===== src/pkg/hlc_pkg.sv =====
// package: register map, reset values and field layout of the haptic loop calibration bank
`default_nettype none
package hlc_pkg;
	// register offsets
	localparam logic [7:0] OFS_FULL_SCALE  = 8'h1F;
	localparam logic [7:0] OFS_OD_LIMIT    = 8'h20;
	localparam logic [7:0] OFS_RES_COMP    = 8'h21;
	localparam logic [7:0] OFS_FB_BASIS    = 8'h22;
	localparam logic [7:0] OFS_LOOP_CTRL   = 8'h23;
	localparam int         NUM_REGS        = 5;
	// reset values
	localparam logic [7:0] RST_FULL_SCALE  = 8'h3F;
	localparam logic [7:0] RST_OD_LIMIT    = 8'hFF;
	localparam logic [7:0] RST_RES_COMP    = 8'h0D;
	localparam logic [7:0] RST_FB_BASIS    = 8'h6D;
	localparam logic [7:0] RST_LOOP_CTRL   = 8'h36;
	// loop control fields
	localparam int         NG_BIT          = 7;
	localparam int         BRK_LSB         = 4;
	localparam int         GAIN_LSB        = 2;
	localparam int         AMP_LSB         = 0;
	// noise gate thresholds in supply units of 1/256: 4 % and 8 %
	localparam logic [7:0] NG_LOW          = 8'h0A;
	localparam logic [7:0] NG_HIGH         = 8'h14;
	// calibration: impedance code to compensation, amp gain from impedance
	localparam logic [7:0] COMP_BASE       = 8'h0D;
	localparam logic [7:0] AMP_THR_LO      = 8'h40;
	localparam logic [7:0] AMP_THR_HI      = 8'hA0;
endpackage
`default_nettype wire


===== src/hdl/hlc_regs.sv =====
// haptic loop calibration register bank with drive limiting and calibration
`timescale 1ns/1ps
`default_nettype none
module hlc_regs (
	// clock and reset
	input  wire logic        mclk_in,
	input  wire logic        rst_n_in,
	// register access
	input  wire logic        reg_wr_in,
	input  wire logic        reg_rd_in,
	input  wire logic [7:0]  reg_addr_in,
	input  wire logic [7:0]  reg_wdata_in,
	output logic [7:0]       reg_rdata_out,
	output logic             reg_rvalid_out,
	// calibration
	input  wire logic        cal_done_in,
	input  wire logic [7:0]  cal_impedance_in,
	input  wire logic [7:0]  cal_basis_in,
	// playback engine
	input  wire logic [7:0]  drive_req_in,
	input  wire logic        overdrive_in,
	input  wire logic        braking_in,
	output logic [7:0]       drive_out,
	output logic [8:0]       fb_gain_out,
	output logic [2:0]       brake_ratio_out,
	output logic [1:0]       loop_gain_out,
	output logic [1:0]       amp_gain_out
);
	typedef struct packed {
		logic       rvalid;
		logic [2:0] rd_idx;
		logic [7:0] drive;
		logic [8:0] gain;
		logic [2:0] brk;
		logic [1:0] lg;
		logic [1:0] amp;
	} hlc_st_t;
	hlc_st_t s_r, s_nxt;

	logic [39:0] regs;
	logic [7:0]  rf_rd;
	logic [7:0]  full_scale, od_limit, res_comp_unused, basis, ctrl;
	logic [2:0]  wr_idx, rd_idx;
	logic        wr_hit, rd_hit;
	logic [7:0]  cal_comp;
	logic [1:0]  cal_amp;
	logic [7:0]  limit, clamped, gate;

	////////////////////////////////////////////////////////////////////////
	// address decode: bank sits at five consecutive offsets
	always_comb begin
		wr_hit = reg_addr_in >= hlc_pkg::OFS_FULL_SCALE && reg_addr_in <= hlc_pkg::OFS_LOOP_CTRL;
		wr_idx = 3'(reg_addr_in - hlc_pkg::OFS_FULL_SCALE);
		rd_hit = wr_hit;
		rd_idx = rd_hit ? wr_idx : 3'h7;
	end

	// calibration results; amp gain picked by impedance band
	always_comb begin
		cal_comp = 8'(hlc_pkg::COMP_BASE + {1'b0, cal_impedance_in[7:1]});
		if (cal_impedance_in < hlc_pkg::AMP_THR_LO) begin
			cal_amp = 2'h3;
		end else if (cal_impedance_in < hlc_pkg::AMP_THR_HI) begin
			cal_amp = 2'h2;
		end else begin
			cal_amp = 2'h1;
		end
	end

	hlc_reg_file u_rf (
		.mclk_in      (mclk_in),
		.rst_n_in     (rst_n_in),
		.wr_en_in     (reg_wr_in && wr_hit),
		.wr_idx_in    (wr_idx),
		.wr_data_in   (reg_wdata_in),
		.rd_idx_in    (rd_idx),
		.cal_wr_in    (cal_done_in),
		.cal_comp_in  (cal_comp),
		.cal_basis_in (cal_basis_in),
		.cal_amp_in   (cal_amp),
		.rd_data_out  (rf_rd),
		.regs_out     (regs)
	);

	always_comb begin
		full_scale      = regs[7:0];
		od_limit        = regs[15:8];
		res_comp_unused = regs[23:16];
		basis           = regs[31:24];
		ctrl            = regs[39:32];
	end

	////////////////////////////////////////////////////////////////////////
	// drive path: limit, then noise gate
	always_comb begin
		// rated level caps normal drive; clamp caps overdrive and braking
		limit   = (overdrive_in || braking_in) ? od_limit : full_scale;
		clamped = (drive_req_in > limit) ? limit : drive_req_in;
		gate    = ctrl[hlc_pkg::NG_BIT] ? hlc_pkg::NG_HIGH : hlc_pkg::NG_LOW;
		s_nxt        = s_r;
		s_nxt.drive  = (clamped < gate) ? 8'h00 : clamped;
		// feedback gain is basis plus half basis whether braking or not; ratio field applied downstream
		s_nxt.gain   = {1'b0, basis} + {2'b00, basis[7:1]};
		s_nxt.brk    = ctrl[hlc_pkg::BRK_LSB +: 3];
		s_nxt.lg     = ctrl[hlc_pkg::GAIN_LSB +: 2];
		s_nxt.amp    = ctrl[hlc_pkg::AMP_LSB +: 2];
		s_nxt.rvalid = reg_rd_in;
		s_nxt.rd_idx = rd_idx;
	end

	always_ff @(posedge mclk_in) begin
		if (!rst_n_in) begin
			s_r <= '0;
		end else begin
			s_r <= s_nxt;
		end
	end

	// read data registered inside the file, valid one cycle after request
	assign reg_rdata_out   = rf_rd;
	assign reg_rvalid_out  = s_r.rvalid;
	assign drive_out       = s_r.drive;
	assign fb_gain_out     = s_r.gain;
	assign brake_ratio_out = s_r.brk;
	assign loop_gain_out   = s_r.lg;
	assign amp_gain_out    = s_r.amp;
endmodule
`default_nettype wire


===== src/hdl/hlc_reg_file.sv =====
// small register file holding the five bank bytes with registered read data
`timescale 1ns/1ps
`default_nettype none
module hlc_reg_file (
	// clock and reset
	input  wire logic        mclk_in,
	input  wire logic        rst_n_in,
	// host port
	input  wire logic        wr_en_in,
	input  wire logic [2:0]  wr_idx_in,
	input  wire logic [7:0]  wr_data_in,
	input  wire logic [2:0]  rd_idx_in,
	// calibration result port
	input  wire logic        cal_wr_in,
	input  wire logic [7:0]  cal_comp_in,
	input  wire logic [7:0]  cal_basis_in,
	input  wire logic [1:0]  cal_amp_in,
	// outputs
	output logic [7:0]       rd_data_out,
	output logic [39:0]      regs_out
);
	typedef struct packed {
		logic [4:0][7:0] mem;
		logic [7:0]      rd;
	} hlc_rf_t;
	hlc_rf_t s_r, s_nxt;
	localparam logic [39:0] RST_ALL = {hlc_pkg::RST_LOOP_CTRL, hlc_pkg::RST_FB_BASIS,
		hlc_pkg::RST_RES_COMP, hlc_pkg::RST_OD_LIMIT, hlc_pkg::RST_FULL_SCALE};

	always_comb begin
		s_nxt = s_r;
		if (wr_en_in && wr_idx_in < 3'(hlc_pkg::NUM_REGS)) begin
			s_nxt.mem[wr_idx_in] = wr_data_in;
		end
		// calibration results land after a host write in the same cycle
		if (cal_wr_in) begin
			s_nxt.mem[2] = cal_comp_in;
			s_nxt.mem[3] = cal_basis_in;
			s_nxt.mem[4][1:0] = cal_amp_in;
		end
		s_nxt.rd = (rd_idx_in < 3'(hlc_pkg::NUM_REGS)) ? s_r.mem[rd_idx_in] : 8'h00;
	end

	always_ff @(posedge mclk_in) begin
		if (!rst_n_in) begin
			s_r <= {RST_ALL, 8'h00};
		end else begin
			s_r <= s_nxt;
		end
	end
	assign rd_data_out = s_r.rd;
	assign regs_out    = s_r.mem;
endmodule
`default_nettype wire


===== config.mk =====
export PLATFORM = sky130hd
export DESIGN_NAME = hlc_regs
export DESIGN_NICKNAME = d
export VERILOG_FILES = /design/src/pkg/hlc_pkg.sv /design/src/hdl/hlc_regs.sv /design/src/hdl/hlc_reg_file.sv
export SDC_FILE = /design/constraint.sdc
export NUM_CORES = 1
export LEC_CHECK = 0
export ABC_AREA = 1
export BUFFER_PORTS_ARGS = -buffer_cell sky130_fd_sc_hd__buf_2
export CAP_MARGIN = 10
export CORE_MARGIN = 3
export CORE_UTILIZATION = 40
export DETAILED_ROUTE_END_ITERATION = 10
export PLACE_DENSITY = 0.71
export SLEW_MARGIN = 20
export SYNTH_ARGS = -nofsm -noshare
export SYNTH_HDL_FRONTEND = slang
export SYNTH_SLANG_ARGS = --single-unit

===== constraint.sdc =====
create_clock -name mclk_in -period 6.2 [get_ports mclk_in]
set_input_delay 1.24 -clock mclk_in [delete_from_list [all_inputs] [get_ports mclk_in]]
set_output_delay 1.24 -clock mclk_in [all_outputs]
set_load 0.05 [all_outputs]

==> Implementation_results.wiki, run 1 <==
{| class="wikitable"
! Metric !! Value
|-
| Skew final || just under 0.006 ns
|-
| Share of layout cells above drive strength 1 || 20.3%
|-
| Clock slew at the register clock pins of the worst setup and hold paths || 0.07 ns
|-
| Crit path DAT || about 4.2 ns
|-
| Slack of the worst reg-to-reg path || roughly 3.3 ns
|-
| Hold Crit Start || u_rf.regs_out[38]$_SDFFE_PN0P_
|-
| Antenna fix cells || 0
|-
| Number of gates given a new drive strength after cts || 0
|-
| All-layer global routing usage || 18.5%
|-
| H-tree levels || 3
|-
| Final number of setup-violating endpoints || 0
|-
| Cells on Worst Hold Path || 2
|-
| Startpoint type of the worst setup path || input pin
|-
| Cell variety after synth || 40
|-
| Lkg Pwr || between 2 and 2.5 nW
|-
| Net switching power of the design || 333 µW
|-
| Fraction of power consumed by sequential logic || between 40% and 50%
|-
| Layout net count || around 660
|-
| Routed length per instance || 13.5 µm
|-
| #FFs+latches synth || 73
|-
| Number of global-route vias before repair || 3232
|-
| Worst-case headroom to the max-slew limit || a little under half
|-
| Mean instance size in the synthesized netlist || 7.37 µm²
|-
| Total placed cells including tap cells || 682
|-
| Slew Limit Fails || 0
|-
| CTS tree || yes
|-
| Post-synthesis instance area || about 3800 µm²
|-
| WS Path Type || input pin to register
|-
| Capture instance of the worst register-to-register path || drive_out[0]$_SDFF_PP0_
|-
| Sequential area share after synthesis || between 30% and 40%
|-
| Via density per instance || ~5.1
|-
| Portion of the clock cycle consumed by the worst path in the final layout || 63.9%
|-
| Status || completed
|-
| First-pass detailed-route iteration total || 4
|-
| Tightest hold margin || about 0.43 ns
|-
| # IOs || 80
|-
| Area grow syn2layout || 16.9%
|-
| Effective utilization at floorplan || between 40% and 50%
|-
| YS warnings || 0
|-
| Critical register-to-register path startpoint || u_rf.regs_out[7]$_SDFFE_PN0P_
|-
| Number of sinks handled by clock tree synthesis || 73
|-
| DRC violations left || 0
|-
| Required time at the worst-slack endpoint || 6.44 ns
|-
| Worst-case hold path end point || brake_ratio_out[2]$_SDFF_PN0_
|-
| Post-CTS setup buffers || 0
|-
| Kind of capture point of the worst setup path || register
|-
| Peak fanout along the critical path || 15
|-
| Clock tree root buffer cell || sky130_fd_sc_hd__clkbuf_8
|-
| Die Span X || approximately 100 µm
|-
| Number of nets in the synthesized netlist || between 500 and 600
|-
| Worst-case reg-to-reg path depth || 17
|-
| Die area || roughly 11000 µm²
|-
| Post-layout min period || ~4 ns
|-
| Unrepaired setup endpoints after global routing || false
|-
| Post-Route Setup TNS || 0 ns
|-
| Worst ir drop on vdd || approximately 0.00012 V
|-
| Worst-margin pin slew || ~0.79 ns
|-
| Number of enable flip-flop cells after synthesis || 0
|-
| DPL Wire Length || 7.24 mm
|-
| Worst slack after detailed placement || around 1.9 ns
|-
| Power density cells || between 200 and 250 nW/µm²
|-
| Final Hold Violating Endpoints || 0
|-
| Core occupancy in the finished layout || 49.3%
|-
| Net switching share of the total power || just over 30%
|-
| Cells after synthesis || 511
|-
| Maximum clock path buffer count || 2
|-
| Number of input and output port buffers inserted || just under 80
|-
| Clock insertion delay at the later pin of the skew report || 0.35 ns
|-
| Maximum operating frequency || between 0.2 and 0.3 GHz
|-
| Largest net degree at the start of global routing || 44
|-
| Summed area of non-filler cells in the final layout || about 4400 µm²
|-
| Initial detailed-routing violation count || 182
|-
| Share of synthesized flip-flops with an asynchronous set or reset || 0%
|-
| Post-route insts no fill || approximately 700
|-
| Placement Rows || 34
|-
| Total Routed Length || ~9.4 mm
|-
| Hold buffers post-CTS || 0
|-
| Class of the tightest hold or removal check || register to register
|-
| Placement-stage cell area || roughly 4200 µm²
|-
| Clock share of power || between 30% and 40%
|-
| Number of maximum-capacitance violations || 0
|-
| Core area || roughly 8900 µm²
|-
| GRT Residual Overflow || 0
|-
| Routed Antenna Nets || 0
|-
| Global placement routability congestion || 0.900
|-
| Number of buffers created by CTS || 9
|-
| Overall via count from detail_route || approximately 3600
|-
| Wire length of the first global-routing pass || 15.2 mm
|-
| Final Worst Setup Slack || between 2 and 2.5 ns
|-
| P_int || roughly 750 µW
|-
| Gate power share || roughly a fifth
|-
| Most used flip-flop cell after synthesis || sky130_fd_sc_hd__dfxtp_1
|-
| Number of antenna violations at the first check in global routing || 0
|-
| Post-layout power || approximately 1.1 mW
|-
| Die Y-Extent || 103 µm
|}
state kept, by name (all words and copies together), names as in the netlist:
signal	count
reg_rvalid_out	1
amp_gain_out	2
u_rf.rd_data_out	8
fb_gain_out	9
u_rf.regs_out	40
loop_gain_out	2
brake_ratio_out	3
drive_out	8
layout make-up:
cell class,instances,area [µm²]
Inverter,77,289
Fill cell,916,4530
Clock buffer,11,141
Timing Repair Buffer,78,390
Multi-Input combinational cell,346,1930
Tap cell,108,135
Clock inverter,5,55.1
Sequential cell,73,1460
cell families after synthesis:
| logic type | Yosys count | synth area share [%] |
|---|---|---|
| buf+inv | 92 | 9.93 |
| compound gates | 134 | 21.0 |
| fa+ha+maj | 23 | 7.84 |
| simple gates | 187 | 22.0 |
| flops | 73 | 38.8 |
| xor+xnor | 2 | 0.465 |
layer usage:
metal / GRT usage [%] / routed length (µm)
met2: 28.7 / 4190
met1: 25.9 / 4580
met5: 0 / 0
met4: 5.18 / 107
met3: 3.79 / 575
critical path, stage by stage:
cell,delay [ns]
sky130_fd_sc_hd__buf_2,0.11
sky130_fd_sc_hd__nor2_2,0.43
sky130_fd_sc_hd__o21ai_0,0.27
sky130_fd_sc_hd__ha_1,0.35
sky130_fd_sc_hd__nand2_1,0.05
sky130_fd_sc_hd__nor2_1,0.15
sky130_fd_sc_hd__nand2_1,0.08
sky130_fd_sc_hd__nand2_1,0.07
sky130_fd_sc_hd__nand2_1,0.23
sky130_fd_sc_hd__o21ai_0,0.38
sky130_fd_sc_hd__ha_1,0.31
sky130_fd_sc_hd__a21oi_1,0.15
sky130_fd_sc_hd__nand2_1,0.07
sky130_fd_sc_hd__nand2_1,0.05
sky130_fd_sc_hd__nand2_1,0.05
sky130_fd_sc_hd__nand2_2,0.14
sky130_fd_sc_hd__nor2_1,0.06
worst max path at each step:
| stage | from | cells past startpoint | slack [ns] | endpoint |
|---|---|---|---|---|
| floorplan | braking_in | 18 | 2.64 | drive_out[0]$_SDFF_PP0_ |
| global placement | braking_in | 17 | 1.97 | drive_out[3]$_SDFF_PP0_ |
| CTS | braking_in | 17 | 2.23 | drive_out[0]$_SDFF_PP0_ |
| global route | braking_in | 19 | 1.83 | drive_out[5]$_SDFF_PP0_ |
| finish | braking_in | 17 | 2.24 | drive_out[0]$_SDFF_PP0_ |
| detailed placement | braking_in | 17 | 1.87 | drive_out[3]$_SDFF_PP0_ |
synthesized netlist by cell type, types with 2 or more instances:
cell / count / area share [%]
sky130_fd_sc_hd__a21oi_1: 44 / 5.8
sky130_fd_sc_hd__a21oi_2: 2 / 0.47
sky130_fd_sc_hd__a31oi_1: 6 / 1.0
sky130_fd_sc_hd__buf_2: 2 / 0.27
sky130_fd_sc_hd__buf_6: 3 / 0.90
sky130_fd_sc_hd__clkbuf_1: 9 / 0.90
sky130_fd_sc_hd__clkinv_1: 3 / 0.30
sky130_fd_sc_hd__dfxtp_1: 73 / 39
sky130_fd_sc_hd__ha_1: 22 / 7.3
sky130_fd_sc_hd__inv_1: 68 / 6.8
sky130_fd_sc_hd__inv_2: 6 / 0.60
sky130_fd_sc_hd__nand2_1: 116 / 12
sky130_fd_sc_hd__nand2_2: 4 / 0.66
sky130_fd_sc_hd__nand3_1: 13 / 1.7
sky130_fd_sc_hd__nand3_2: 4 / 1.1
sky130_fd_sc_hd__nor2_1: 32 / 3.2
sky130_fd_sc_hd__nor2_2: 3 / 0.50
sky130_fd_sc_hd__nor2_4: 2 / 0.60
sky130_fd_sc_hd__nor3_1: 4 / 0.53
sky130_fd_sc_hd__o2111ai_1: 2 / 0.47
sky130_fd_sc_hd__o211ai_1: 25 / 5.0
sky130_fd_sc_hd__o21a_1: 2 / 0.40
sky130_fd_sc_hd__o21ai_0: 43 / 5.7
sky130_fd_sc_hd__o221ai_1: 5 / 1.2
sky130_fd_sc_hd__or2_2: 2 / 0.33
sky130_fd_sc_hd__xor2_1: 2 / 0.47
power by group through the flow:
stage | registers, mW | logic, mW | clock network (mW)
after global routing | 0.504 | 0.232 | 0.394
after CTS | 0.501 | 0.209 | 0.380
after detailed placement | 0.513 | 0.208 | 0
after global placement | 0.512 | 0.203 | 0
final | 0.502 | 0.208 | 0.372
after floorplan | 0.562 | 0.0979 | 0
cells in the final DEF (no fill, tap or decap), types with 2 or more instances in the layout:
| cell type | instances |
|---|---|
| sky130_fd_sc_hd__nor2_4 | 2 |
| sky130_fd_sc_hd__inv_2 | 6 |
| sky130_fd_sc_hd__nand3_2 | 4 |
| sky130_fd_sc_hd__buf_2 | 78 |
| sky130_fd_sc_hd__o2111ai_1 | 2 |
| sky130_fd_sc_hd__clkinvlp_4 | 2 |
| sky130_fd_sc_hd__inv_1 | 68 |
| sky130_fd_sc_hd__clkinv_2 | 2 |
| sky130_fd_sc_hd__or2_2 | 2 |
| sky130_fd_sc_hd__clkbuf_8 | 10 |
| sky130_fd_sc_hd__xor2_1 | 2 |
| sky130_fd_sc_hd__nor2_2 | 3 |
| sky130_fd_sc_hd__a21oi_1 | 44 |
| sky130_fd_sc_hd__o211ai_1 | 25 |
| sky130_fd_sc_hd__ha_1 | 22 |
| sky130_fd_sc_hd__o21a_1 | 2 |
| sky130_fd_sc_hd__clkinv_1 | 3 |
| sky130_fd_sc_hd__nand2_2 | 4 |
| sky130_fd_sc_hd__nand3_1 | 13 |
| sky130_fd_sc_hd__nand2_1 | 116 |
| sky130_fd_sc_hd__nor3_1 | 4 |
| sky130_fd_sc_hd__nor2_1 | 32 |
| sky130_fd_sc_hd__o21ai_0 | 43 |
| sky130_fd_sc_hd__dfxtp_1 | 73 |
| sky130_fd_sc_hd__a21oi_2 | 2 |
| sky130_fd_sc_hd__a31oi_1 | 6 |
| sky130_fd_sc_hd__o221ai_1 | 5 |
Power figures use the tool's default switching activity.
==> run 2: changes to the inputs <==
- ABC_AREA: 1 -> 0
- PLACE_DENSITY: 0.71 -> 0.73
- clock period: 6.2 -> 3.5 ns (I/O delays scaled with it)
==> Implementation_results.wiki, run 2 <==
{| class="wikitable"
! Metric !! Value
|-
| Total Routed Length || 10.4 mm (+10%)
|-
| Cells after synthesis || 415 (-19%)
|-
| Layout net count || 591 (-9.8%)
|-
| Worst ir drop on vdd || 0.000175 V (+50%)
|-
| Slack of the worst reg-to-reg path || 0.12 ns (-3.22 ns)
|-
| Number of global-route vias before repair || 3428 (+6.1%)
|-
| Cell breakdown of the critical path || buf_6 > nor2_4 > mux2i_2 > ha_1 > a211oi_2 > o21bai_1 > mux2_4 > and2_4 > buf_4 > a21oi_4 > ha_4 > a21o_1 > nor4_4 > inv_1 > o211ai_1 > buf_4 > a21boi_1
|-
| Post-layout power || 2.05 mW (+89%)
|-
| Post-layout min period || between 3 and 4 ns
|-
| Portion of the clock cycle consumed by the worst path in the final layout || 106%
|-
| Mean instance size in the synthesized netlist || 9.36 µm² (+27%)
|-
| Final Hold Violating Endpoints || 0 (unchanged)
|-
| Clock insertion delay at the later pin of the skew report || 0.35 ns (about the same)
|-
| Number of enable flip-flop cells after synthesis || 0 (unchanged)
|-
| Largest stage delay on the critical path || 0.32 ns (-0.11 ns)
|-
| Die area || 10900 µm² (+2.9%)
|-
| Tightest hold margin || 0.492 ns (+0.0664 ns)
|-
| Routed Antenna Nets || 0 (unchanged)
|-
| Effective utilization at floorplan || 41.6% (-0.53 points)
|-
| Lkg Pwr || 2.45 nW (+8.0%)
|-
| Number of antenna violations at the first check in global routing || 1 (+1)
|-
| First-pass detailed-route iteration total || 4 (unchanged)
|-
| Worst-margin pin slew || 0.572 ns (-0.220 ns)
|-
| Most instantiated library cell after synthesis || sky130_fd_sc_hd__dfxtp_1
|-
| H-tree levels || 3 (unchanged)
|-
| Die Y-Extent || 105 µm (+1.4%)
|-
| CTS tree || yes
|-
| Power density cells || 406 nW/µm² (+65%)
|-
| Multi-input gate area in the final layout || 2480 µm² (+29%)
|-
| Peak fanout along the critical path || 4 (-11)
|-
| Maximum clock path buffer count || 2 (unchanged)
|-
| Number of buffers created by CTS || 9 (unchanged)
|-
| Unrepaired setup endpoints after global routing || true
|-
| Hold buffers post-CTS || 0 (unchanged)
|-
| Area fraction of the dominant cell type after synthesis || 37.6% (-1.2 points)
|-
| #FFs+latches synth || 73 (unchanged)
|-
| Kind of capture point of the worst setup path || register
|-
| Share of synthesized flip-flops with an asynchronous set or reset || 0% (unchanged)
|-
| Final Worst Setup Slack || -0.207 ns (-2.44 ns)
|-
| Number of fill cells || 824 (-10%)
|-
| Post-synthesis instance area || 3880 µm² (+3.1%)
|-
| Critical register-to-register path startpoint || u_rf.regs_out[13]$_SDFFE_PN1P_
|-
| Maximum operating frequency || between 0.2 and 0.3 GHz
|-
| DRC violations left || 0 (unchanged)
|-
| Commonest non-fill, non-tap cell in the layout || sky130_fd_sc_hd__buf_2
|-
| Skew final || 0.00707 ns (+0.00124 ns)
|-
| Crit path DAT || 3.92 ns (-0.28 ns)
|-
| GRT Residual Overflow || 0 (unchanged)
|-
| Buf/Inv on CP || 4 (+3)
|-
| Capture instance of the worst register-to-register path || drive_out[4]$_SDFF_PP0_
|-
| WS Path Type || input pin to register
|-
| Largest net degree at the start of global routing || 62 (+41%)
|-
| Cells on Worst Hold Path || 2 (unchanged)
|-
| Global placement routability congestion || 0.833 (-7.4%)
|-
| Hold Crit Start || u_rf.regs_out[34]$_SDFFE_PN1P_
|-
| Die Span X || 105 µm (+1.4%)
|-
| Sequential area share after synthesis || 37.6% (-1.2 points)
|-
| Kind of cell adding the most delay to the critical path || compound AO/OA/AOI/OAI gates
|-
| # IOs || 80 (unchanged)
|-
| Worst-case headroom to the max-slew limit || 61.7% (+15 points)
|-
| Number of nets in the synthesized netlist || 485 (-17%)
|-
| Flip-flop count of the largest register, all copies and words added || 40 (unchanged)
|-
| YS warnings || 0 (unchanged)
|-
| Startpoint type of the worst setup path || input pin
|-
| Number of input and output port buffers inserted || 78 (unchanged)
|-
| Area leader, netlist || sky130_fd_sc_hd__dfxtp_1
|-
| Routed length per instance || 15.9 µm (+18%)
|-
| Slew Limit Fails || 0 (unchanged)
|-
| DPL Wire Length || 7.24 mm (about the same)
|-
| Cell variety after synth || 58 (+45%)
|-
| Worst-case reg-to-reg path depth || 15 (-2)
|-
| All-layer global routing usage || 18.3% (-0.11 points)
|-
| Status || finished with violations
|-
| Most used flip-flop cell after synthesis || sky130_fd_sc_hd__dfxtp_1
|-
| Reg area || 1460 µm² (unchanged)
|-
| Overall via count from detail_route || 3495 (-2.0%)
|-
| Core area || 9330 µm² (+4.4%)
|-
| Placement Rows || 35 (+2.9%)
|-
| Initial detailed-routing violation count || 273 (+50%)
|-
| Commonest cells in the netlist || 73 x sky130_fd_sc_hd__dfxtp_1, 57 x sky130_fd_sc_hd__nand2_1, 42 x sky130_fd_sc_hd__mux2i_1
|-
| Number of maximum-capacitance violations || 0 (unchanged)
|-
| Worst-case hold path end point || u_rf.regs_out[34]$_SDFFE_PN1P_
|-
| Share of layout cells above drive strength 1 || 34.0% (+14 points)
|-
| Final number of setup-violating endpoints || 5 (+5)
|-
| Area grow syn2layout || 29.8%
|-
| Most common cell on crit path || sky130_fd_sc_hd__buf_4
|-
| Required time at the worst-slack endpoint || 3.72 ns (-2.72 ns)
|-
| Clock slew at the register clock pins of the worst setup and hold paths || 0.07 ns (about the same)
|-
| Largest cells by area after synthesis || sky130_fd_sc_hd__dfxtp_1 38%, sky130_fd_sc_hd__mux2i_1 11%, sky130_fd_sc_hd__ha_1 7.1%
|-
| Wire length of the first global-routing pass || 16.4 mm (+7.4%)
|-
| Via density per instance || 5.34 (+4.5%)
|-
| Class of the tightest hold or removal check || register to register
|-
| Clock tree root buffer cell || sky130_fd_sc_hd__clkbuf_8
|-
| Number of sinks handled by clock tree synthesis || 73 (unchanged)
|-
| Violations in the final reports || negative setup slack
|-
| Commonest cells after routing, fill and taps aside || 76 x sky130_fd_sc_hd__buf_2, 73 x sky130_fd_sc_hd__dfxtp_1, 57 x sky130_fd_sc_hd__nand2_1, 38 x sky130_fd_sc_hd__mux2i_1, 32 x sky130_fd_sc_hd__buf_4
|-
| Slowest stage cell on the critical path || sky130_fd_sc_hd__mux2_4
|}
## run 2: what timing repair did
item                                    in CTS  in global routing
buffers inserted                            11                  5
gates resized for setup                     18                 16
pin swaps                                   18                 14
endpoints found under the setup margin       5                  5
## run 2: worst max path at each step
| stage | start | cells past startpoint | to | slack (ns) |
|---|---|---|---|---|
| 6_report | overdrive_in | 17 | drive_out[4]$_SDFF_PP0_ | -0.21 |
| 5_1_grt | overdrive_in | 17 | drive_out[4]$_SDFF_PP0_ | -0.38 |
| 4_1_cts | braking_in | 18 | drive_out[2]$_SDFF_PP0_ | -0.02 |
| 3_5_place_dp | overdrive_in | 16 | drive_out[2]$_SDFF_PP0_ | -0.46 |
| 3_3_place_gp | overdrive_in | 16 | drive_out[4]$_SDFF_PP0_ | -0.41 |
| 2_1_floorplan | overdrive_in | 16 | drive_out[2]$_SDFF_PP0_ | -0.32 |
## run 2: stage by stage
| step | utilization, % | cell area, µm² | instances | setup slack, ns | TNS [ns] |
|---|---|---|---|---|---|
| after global placement | 48.4 | 4510 | 623 | -0.406 | -1.82 |
| after CTS | 52.4 | 4890 | 648 | -0.0184 | -0.0417 |
| after floorplan | - | 3910 | 415 | -0.318 | -1.45 |
| final | 54.1 | 5040 | 654 | -0.207 | -0.915 |
| after global routing | 54.1 | 5040 | 654 | -0.383 | -1.75 |
| after detailed placement | 48.4 | 4510 | 623 | -0.458 | -2.12 |
## run 2: area by class of cell
type                       count  share of cell area [%]
multi-input combinational    314                    49.3
sequential                    73                    29.0
timing repair buffer         111                    13.1
tap                          129                    3.20
clock buffer                   9                    2.46
clock inverter                 5                    2.11
inverter                      12                   0.893
antenna                        1                  0.0496
## run 2: cell families after synthesis
group / count (synthesis) / synth area share, %
multiplexers: 58 / 15.6
XOR/XNOR: 9 / 2.03
AND/OR/NAND/NOR: 149 / 20.0
AO/OA/AOI/OAI: 75 / 14.0
buffers and inverters: 28 / 3.13
adder cells (fa/ha/maj): 23 / 7.60
flip-flops: 73 / 37.6
## run 2: power by group
group | switching, mW | internal, mW
clock network | 0.308 | 0.467
logic | 0.239 | 0.150
registers | 0.0177 | 0.868
total | 0.564 | 1.48
## run 2: worst min-delay path: stages (launching register included)
cell                      delay, ns
sky130_fd_sc_hd__dfxtp_1       0.32
sky130_fd_sc_hd__nand2_1       0.06
sky130_fd_sc_hd__nand3_1       0.06
## run 2: per-layer routing
| layer | up-vias | global-route usage, % | part of all wire, % |
|---|---|---|---|
| li1 | 1684 | - | - |
| met1 | 1661 | 22.9 | 43 |
| met2 | 124 | 30.5 | 48 |
| met3 | 26 | 4.69 | 6.1 |
| met4 | 0 | 6.65 | 2.7 |
| met5 | - | 0 | 0 |
==> run 3: changes to the inputs <==
- CORE_MARGIN: 3 -> 2
- SETUP_SLACK_MARGIN: default -> 0.02
==> Implementation_results.wiki, run 3 (synthesis gave the netlist of run 2 again) <==
{| class="wikitable"
! Metric !! Value
|-
| Violations in the final reports || negative setup slack
|-
| Worst ir drop on vdd || 0.000165 V (-5.8%)
|-
| Post-layout min period || 3.60 ns (-0.108 ns)
|-
| Routed Antenna Nets || 0 (unchanged)
|-
| Post-layout power || 1.87 mW (-8.7%)
|-
| Number of buffers created by CTS || 9 (unchanged)
|-
| Required time at the worst-slack endpoint || 3.74 ns (+0.02 ns)
|-
| Wire length of the first global-routing pass || 15.2 mm (-7.3%)
|-
| Number of maximum-capacitance violations || 0 (unchanged)
|-
| Die area || 10500 µm² (-3.8%)
|-
| Area grow syn2layout || 24.4%
|-
| Post-Route Setup TNS || -0.381 ns (+0.533 ns)
|-
| Number of global-route vias before repair || 3203 (-6.6%)
|-
| Commonest cells after routing, fill and taps aside || 76 x sky130_fd_sc_hd__buf_2, 73 x sky130_fd_sc_hd__dfxtp_1, 57 x sky130_fd_sc_hd__nand2_1, 37 x sky130_fd_sc_hd__mux2i_1, 23 x sky130_fd_sc_hd__nand3_1
|-
| Maximum clock path buffer count || 2 (unchanged)
|-
| Placement Rows || 35 (unchanged)
|-
| Hold buffers post-CTS || 0 (unchanged)
|-
| Overall via count from detail_route || 3324 (-4.9%)
|-
| Clock tree root buffer cell || sky130_fd_sc_hd__clkbuf_8
|-
| GRT Residual Overflow || 0 (unchanged)
|-
| Core area || 9330 µm² (unchanged)
|-
| Power density cells || 387 nW/µm² (-4.7%)
|-
| Crit path DAT || 3.84 ns (-0.08 ns)
|-
| Number of sinks handled by clock tree synthesis || 73 (unchanged)
|-
| Slew Limit Fails || 0 (unchanged)
|-
| Final Worst Setup Slack || -0.0985 ns (+0.108 ns)
|-
| Commonest non-fill, non-tap cell in the layout || sky130_fd_sc_hd__buf_2
|-
| Number of antenna violations at the first check in global routing || 0 (-1)
|-
| Lkg Pwr || 2.36 nW (-3.6%)
|-
| Global placement routability congestion || 0.831 (-0.28%)
|-
| Unrepaired setup endpoints after global routing || true
|-
| Die Y-Extent || 103 µm (-1.9%)
|-
| Number of fill cells || 825 (+0.12%)
|-
| H-tree levels || 3 (unchanged)
|-
| WS Path Type || input pin to register
|-
| Largest net degree at the start of global routing || 61 (-1.6%)
|-
| Multi-input gate area in the final layout || 2410 µm² (-2.8%)
|-
| Total Routed Length || 9.61 mm (-7.9%)
|-
| Clock slew at the register clock pins of the worst setup and hold paths || 0.08 ns (about the same)
|-
| Portion of the clock cycle consumed by the worst path in the final layout || 103% (-3.1 points)
|-
| Kind of capture point of the worst setup path || register
|-
| Worst slack after detailed placement || -0.509 ns (-0.0509 ns)
|-
| Maximum operating frequency || 0.278 GHz (+3.0%)
|-
| Final number of setup-violating endpoints || 5 (unchanged)
|-
| Share of layout cells above drive strength 1 || 31.1% (-2.8 points)
|-
| Final Hold Violating Endpoints || 0 (unchanged)
|-
| Skew final || 0.00979 ns (+0.00272 ns)
|-
| Class of the tightest hold or removal check || register to register
|-
| DRC violations left || 0 (unchanged)
|-
| Effective utilization at floorplan || 41.6% (unchanged)
|-
| First-pass detailed-route iteration total || 5 (+1)
|-
| Initial detailed-routing violation count || 257 (-5.9%)
|-
| Worst-case headroom to the max-slew limit || 60.1% (-1.6 points)
|-
| Via density per instance || 5.16 (-3.4%)
|-
| Die Span X || 103 µm (-1.9%)
|-
| # IOs || 80 (unchanged)
|-
| Status || finished with violations
|-
| Reg area || 1460 µm² (unchanged)
|-
| Number of input and output port buffers inserted || 78 (unchanged)
|-
| All-layer global routing usage || 18.7% (+0.36 points)
|-
| Layout net count || 579 (-2.0%)
|-
| Flip-flop count of the largest register, all copies and words added || 40 (unchanged)
|-
| Startpoint type of the worst setup path || input pin
|-
| Clock insertion delay at the later pin of the skew report || 0.36 ns (about the same)
|-
| Worst-margin pin slew || 0.596 ns (+0.0244 ns)
|-
| Peak fanout along the critical path || 5 (+1)
|-
| CTS tree || yes
|-
| DPL Wire Length || 7.03 mm (-2.8%)
|-
| Routed length per instance || 14.9 µm (-6.4%)
|}
[run 3: cell count changes in the layout (fill, tap and decap cells not counted), moves of 2 or more]
cell                        change
sky130_fd_sc_hd__bufinv_16      -3
sky130_fd_sc_hd__mux2i_2        +2
sky130_fd_sc_hd__a21oi_1        +2
sky130_fd_sc_hd__a21oi_4        -2
sky130_fd_sc_hd__ha_1           +3
sky130_fd_sc_hd__ha_4           -2
sky130_fd_sc_hd__buf_4         -12
[run 3: layer usage]
metal / up-vias / part of all wire, % / global-route usage (%)
met4: 0 / 2.1 / 8.31
met3: 19 / 5.2 / 4.61
met1: 1551 / 46 / 24.3
met5: - / 0 / 0
met2: 87 / 47 / 29.5
li1: 1667 / - / -
[run 3: area by class of cell]
type,count,area share (%)
Clock buffer,11,2.93
Sequential cell,73,30.3
Multi-Input combinational cell,314,50.0
Tap cell,129,3.34
Inverter,12,0.933
Timing Repair Buffer,99,11.7
Antenna cell,1,0.0518
Clock inverter,5,0.803
[run 3: timing repair]
action,4_1_cts,5_1_grt
hold endpoints to repair,0,0
buffers inserted,3,1
endpoints found under the setup margin,5,5
cloned,0,0
resized for setup,18,4
pin swaps,17,15
[run 3: through the flow]
stage                     area (µm²)  instances  util, %  hold WS [ns]
after floorplan                 3910        415        -         0.452
after global placement          4510        623     48.4         0.466
after detailed placement        4510        623     48.4         0.479
after CTS                       4790        642     51.4         0.490
after global routing            4830        643     51.8         0.514
final                           4830        644     51.8         0.492
[run 3: worst paths after layout]
path	from	endpoint	slack, ns	cells past startpoint
setup reg to reg	u_rf.regs_out[13]$_SDFFE_PN1P_	drive_out[1]$_SDFF_PP0_	0.22	14
hold / removal	u_rf.regs_out[35]$_SDFFE_PN0P_	u_rf.regs_out[35]$_SDFFE_PN0P_	0.49	2
setup / recovery	overdrive_in	drive_out[1]$_SDFF_PP0_	-0.1	16
hold reg to reg	u_rf.regs_out[35]$_SDFFE_PN0P_	u_rf.regs_out[35]$_SDFFE_PN0P_	0.49	2
[run 3: critical path: stages]
cell	delay [ns]
sky130_fd_sc_hd__buf_6	0.10
sky130_fd_sc_hd__nor2_4	0.19
sky130_fd_sc_hd__mux2i_2	0.27
sky130_fd_sc_hd__ha_1	0.30
sky130_fd_sc_hd__a211oi_2	0.19
sky130_fd_sc_hd__o21bai_1	0.13
sky130_fd_sc_hd__mux2_4	0.30
sky130_fd_sc_hd__and2_4	0.18
sky130_fd_sc_hd__a21oi_2	0.14
sky130_fd_sc_hd__ha_1	0.26
sky130_fd_sc_hd__a21o_1	0.17
sky130_fd_sc_hd__a21o_1	0.22
sky130_fd_sc_hd__nor3_1	0.18
sky130_fd_sc_hd__nand3_1	0.13
sky130_fd_sc_hd__a21boi_0	0.14
sky130_fd_sc_hd__o221a_2	0.24
[run 3: power by group]
part           leakage [nW]  switching, mW  internal (mW)  total, mW
Combinational          1.67          0.232          0.144      0.376
Clock                0.0899          0.330          0.280      0.611
Sequential            0.599         0.0171          0.867      0.884
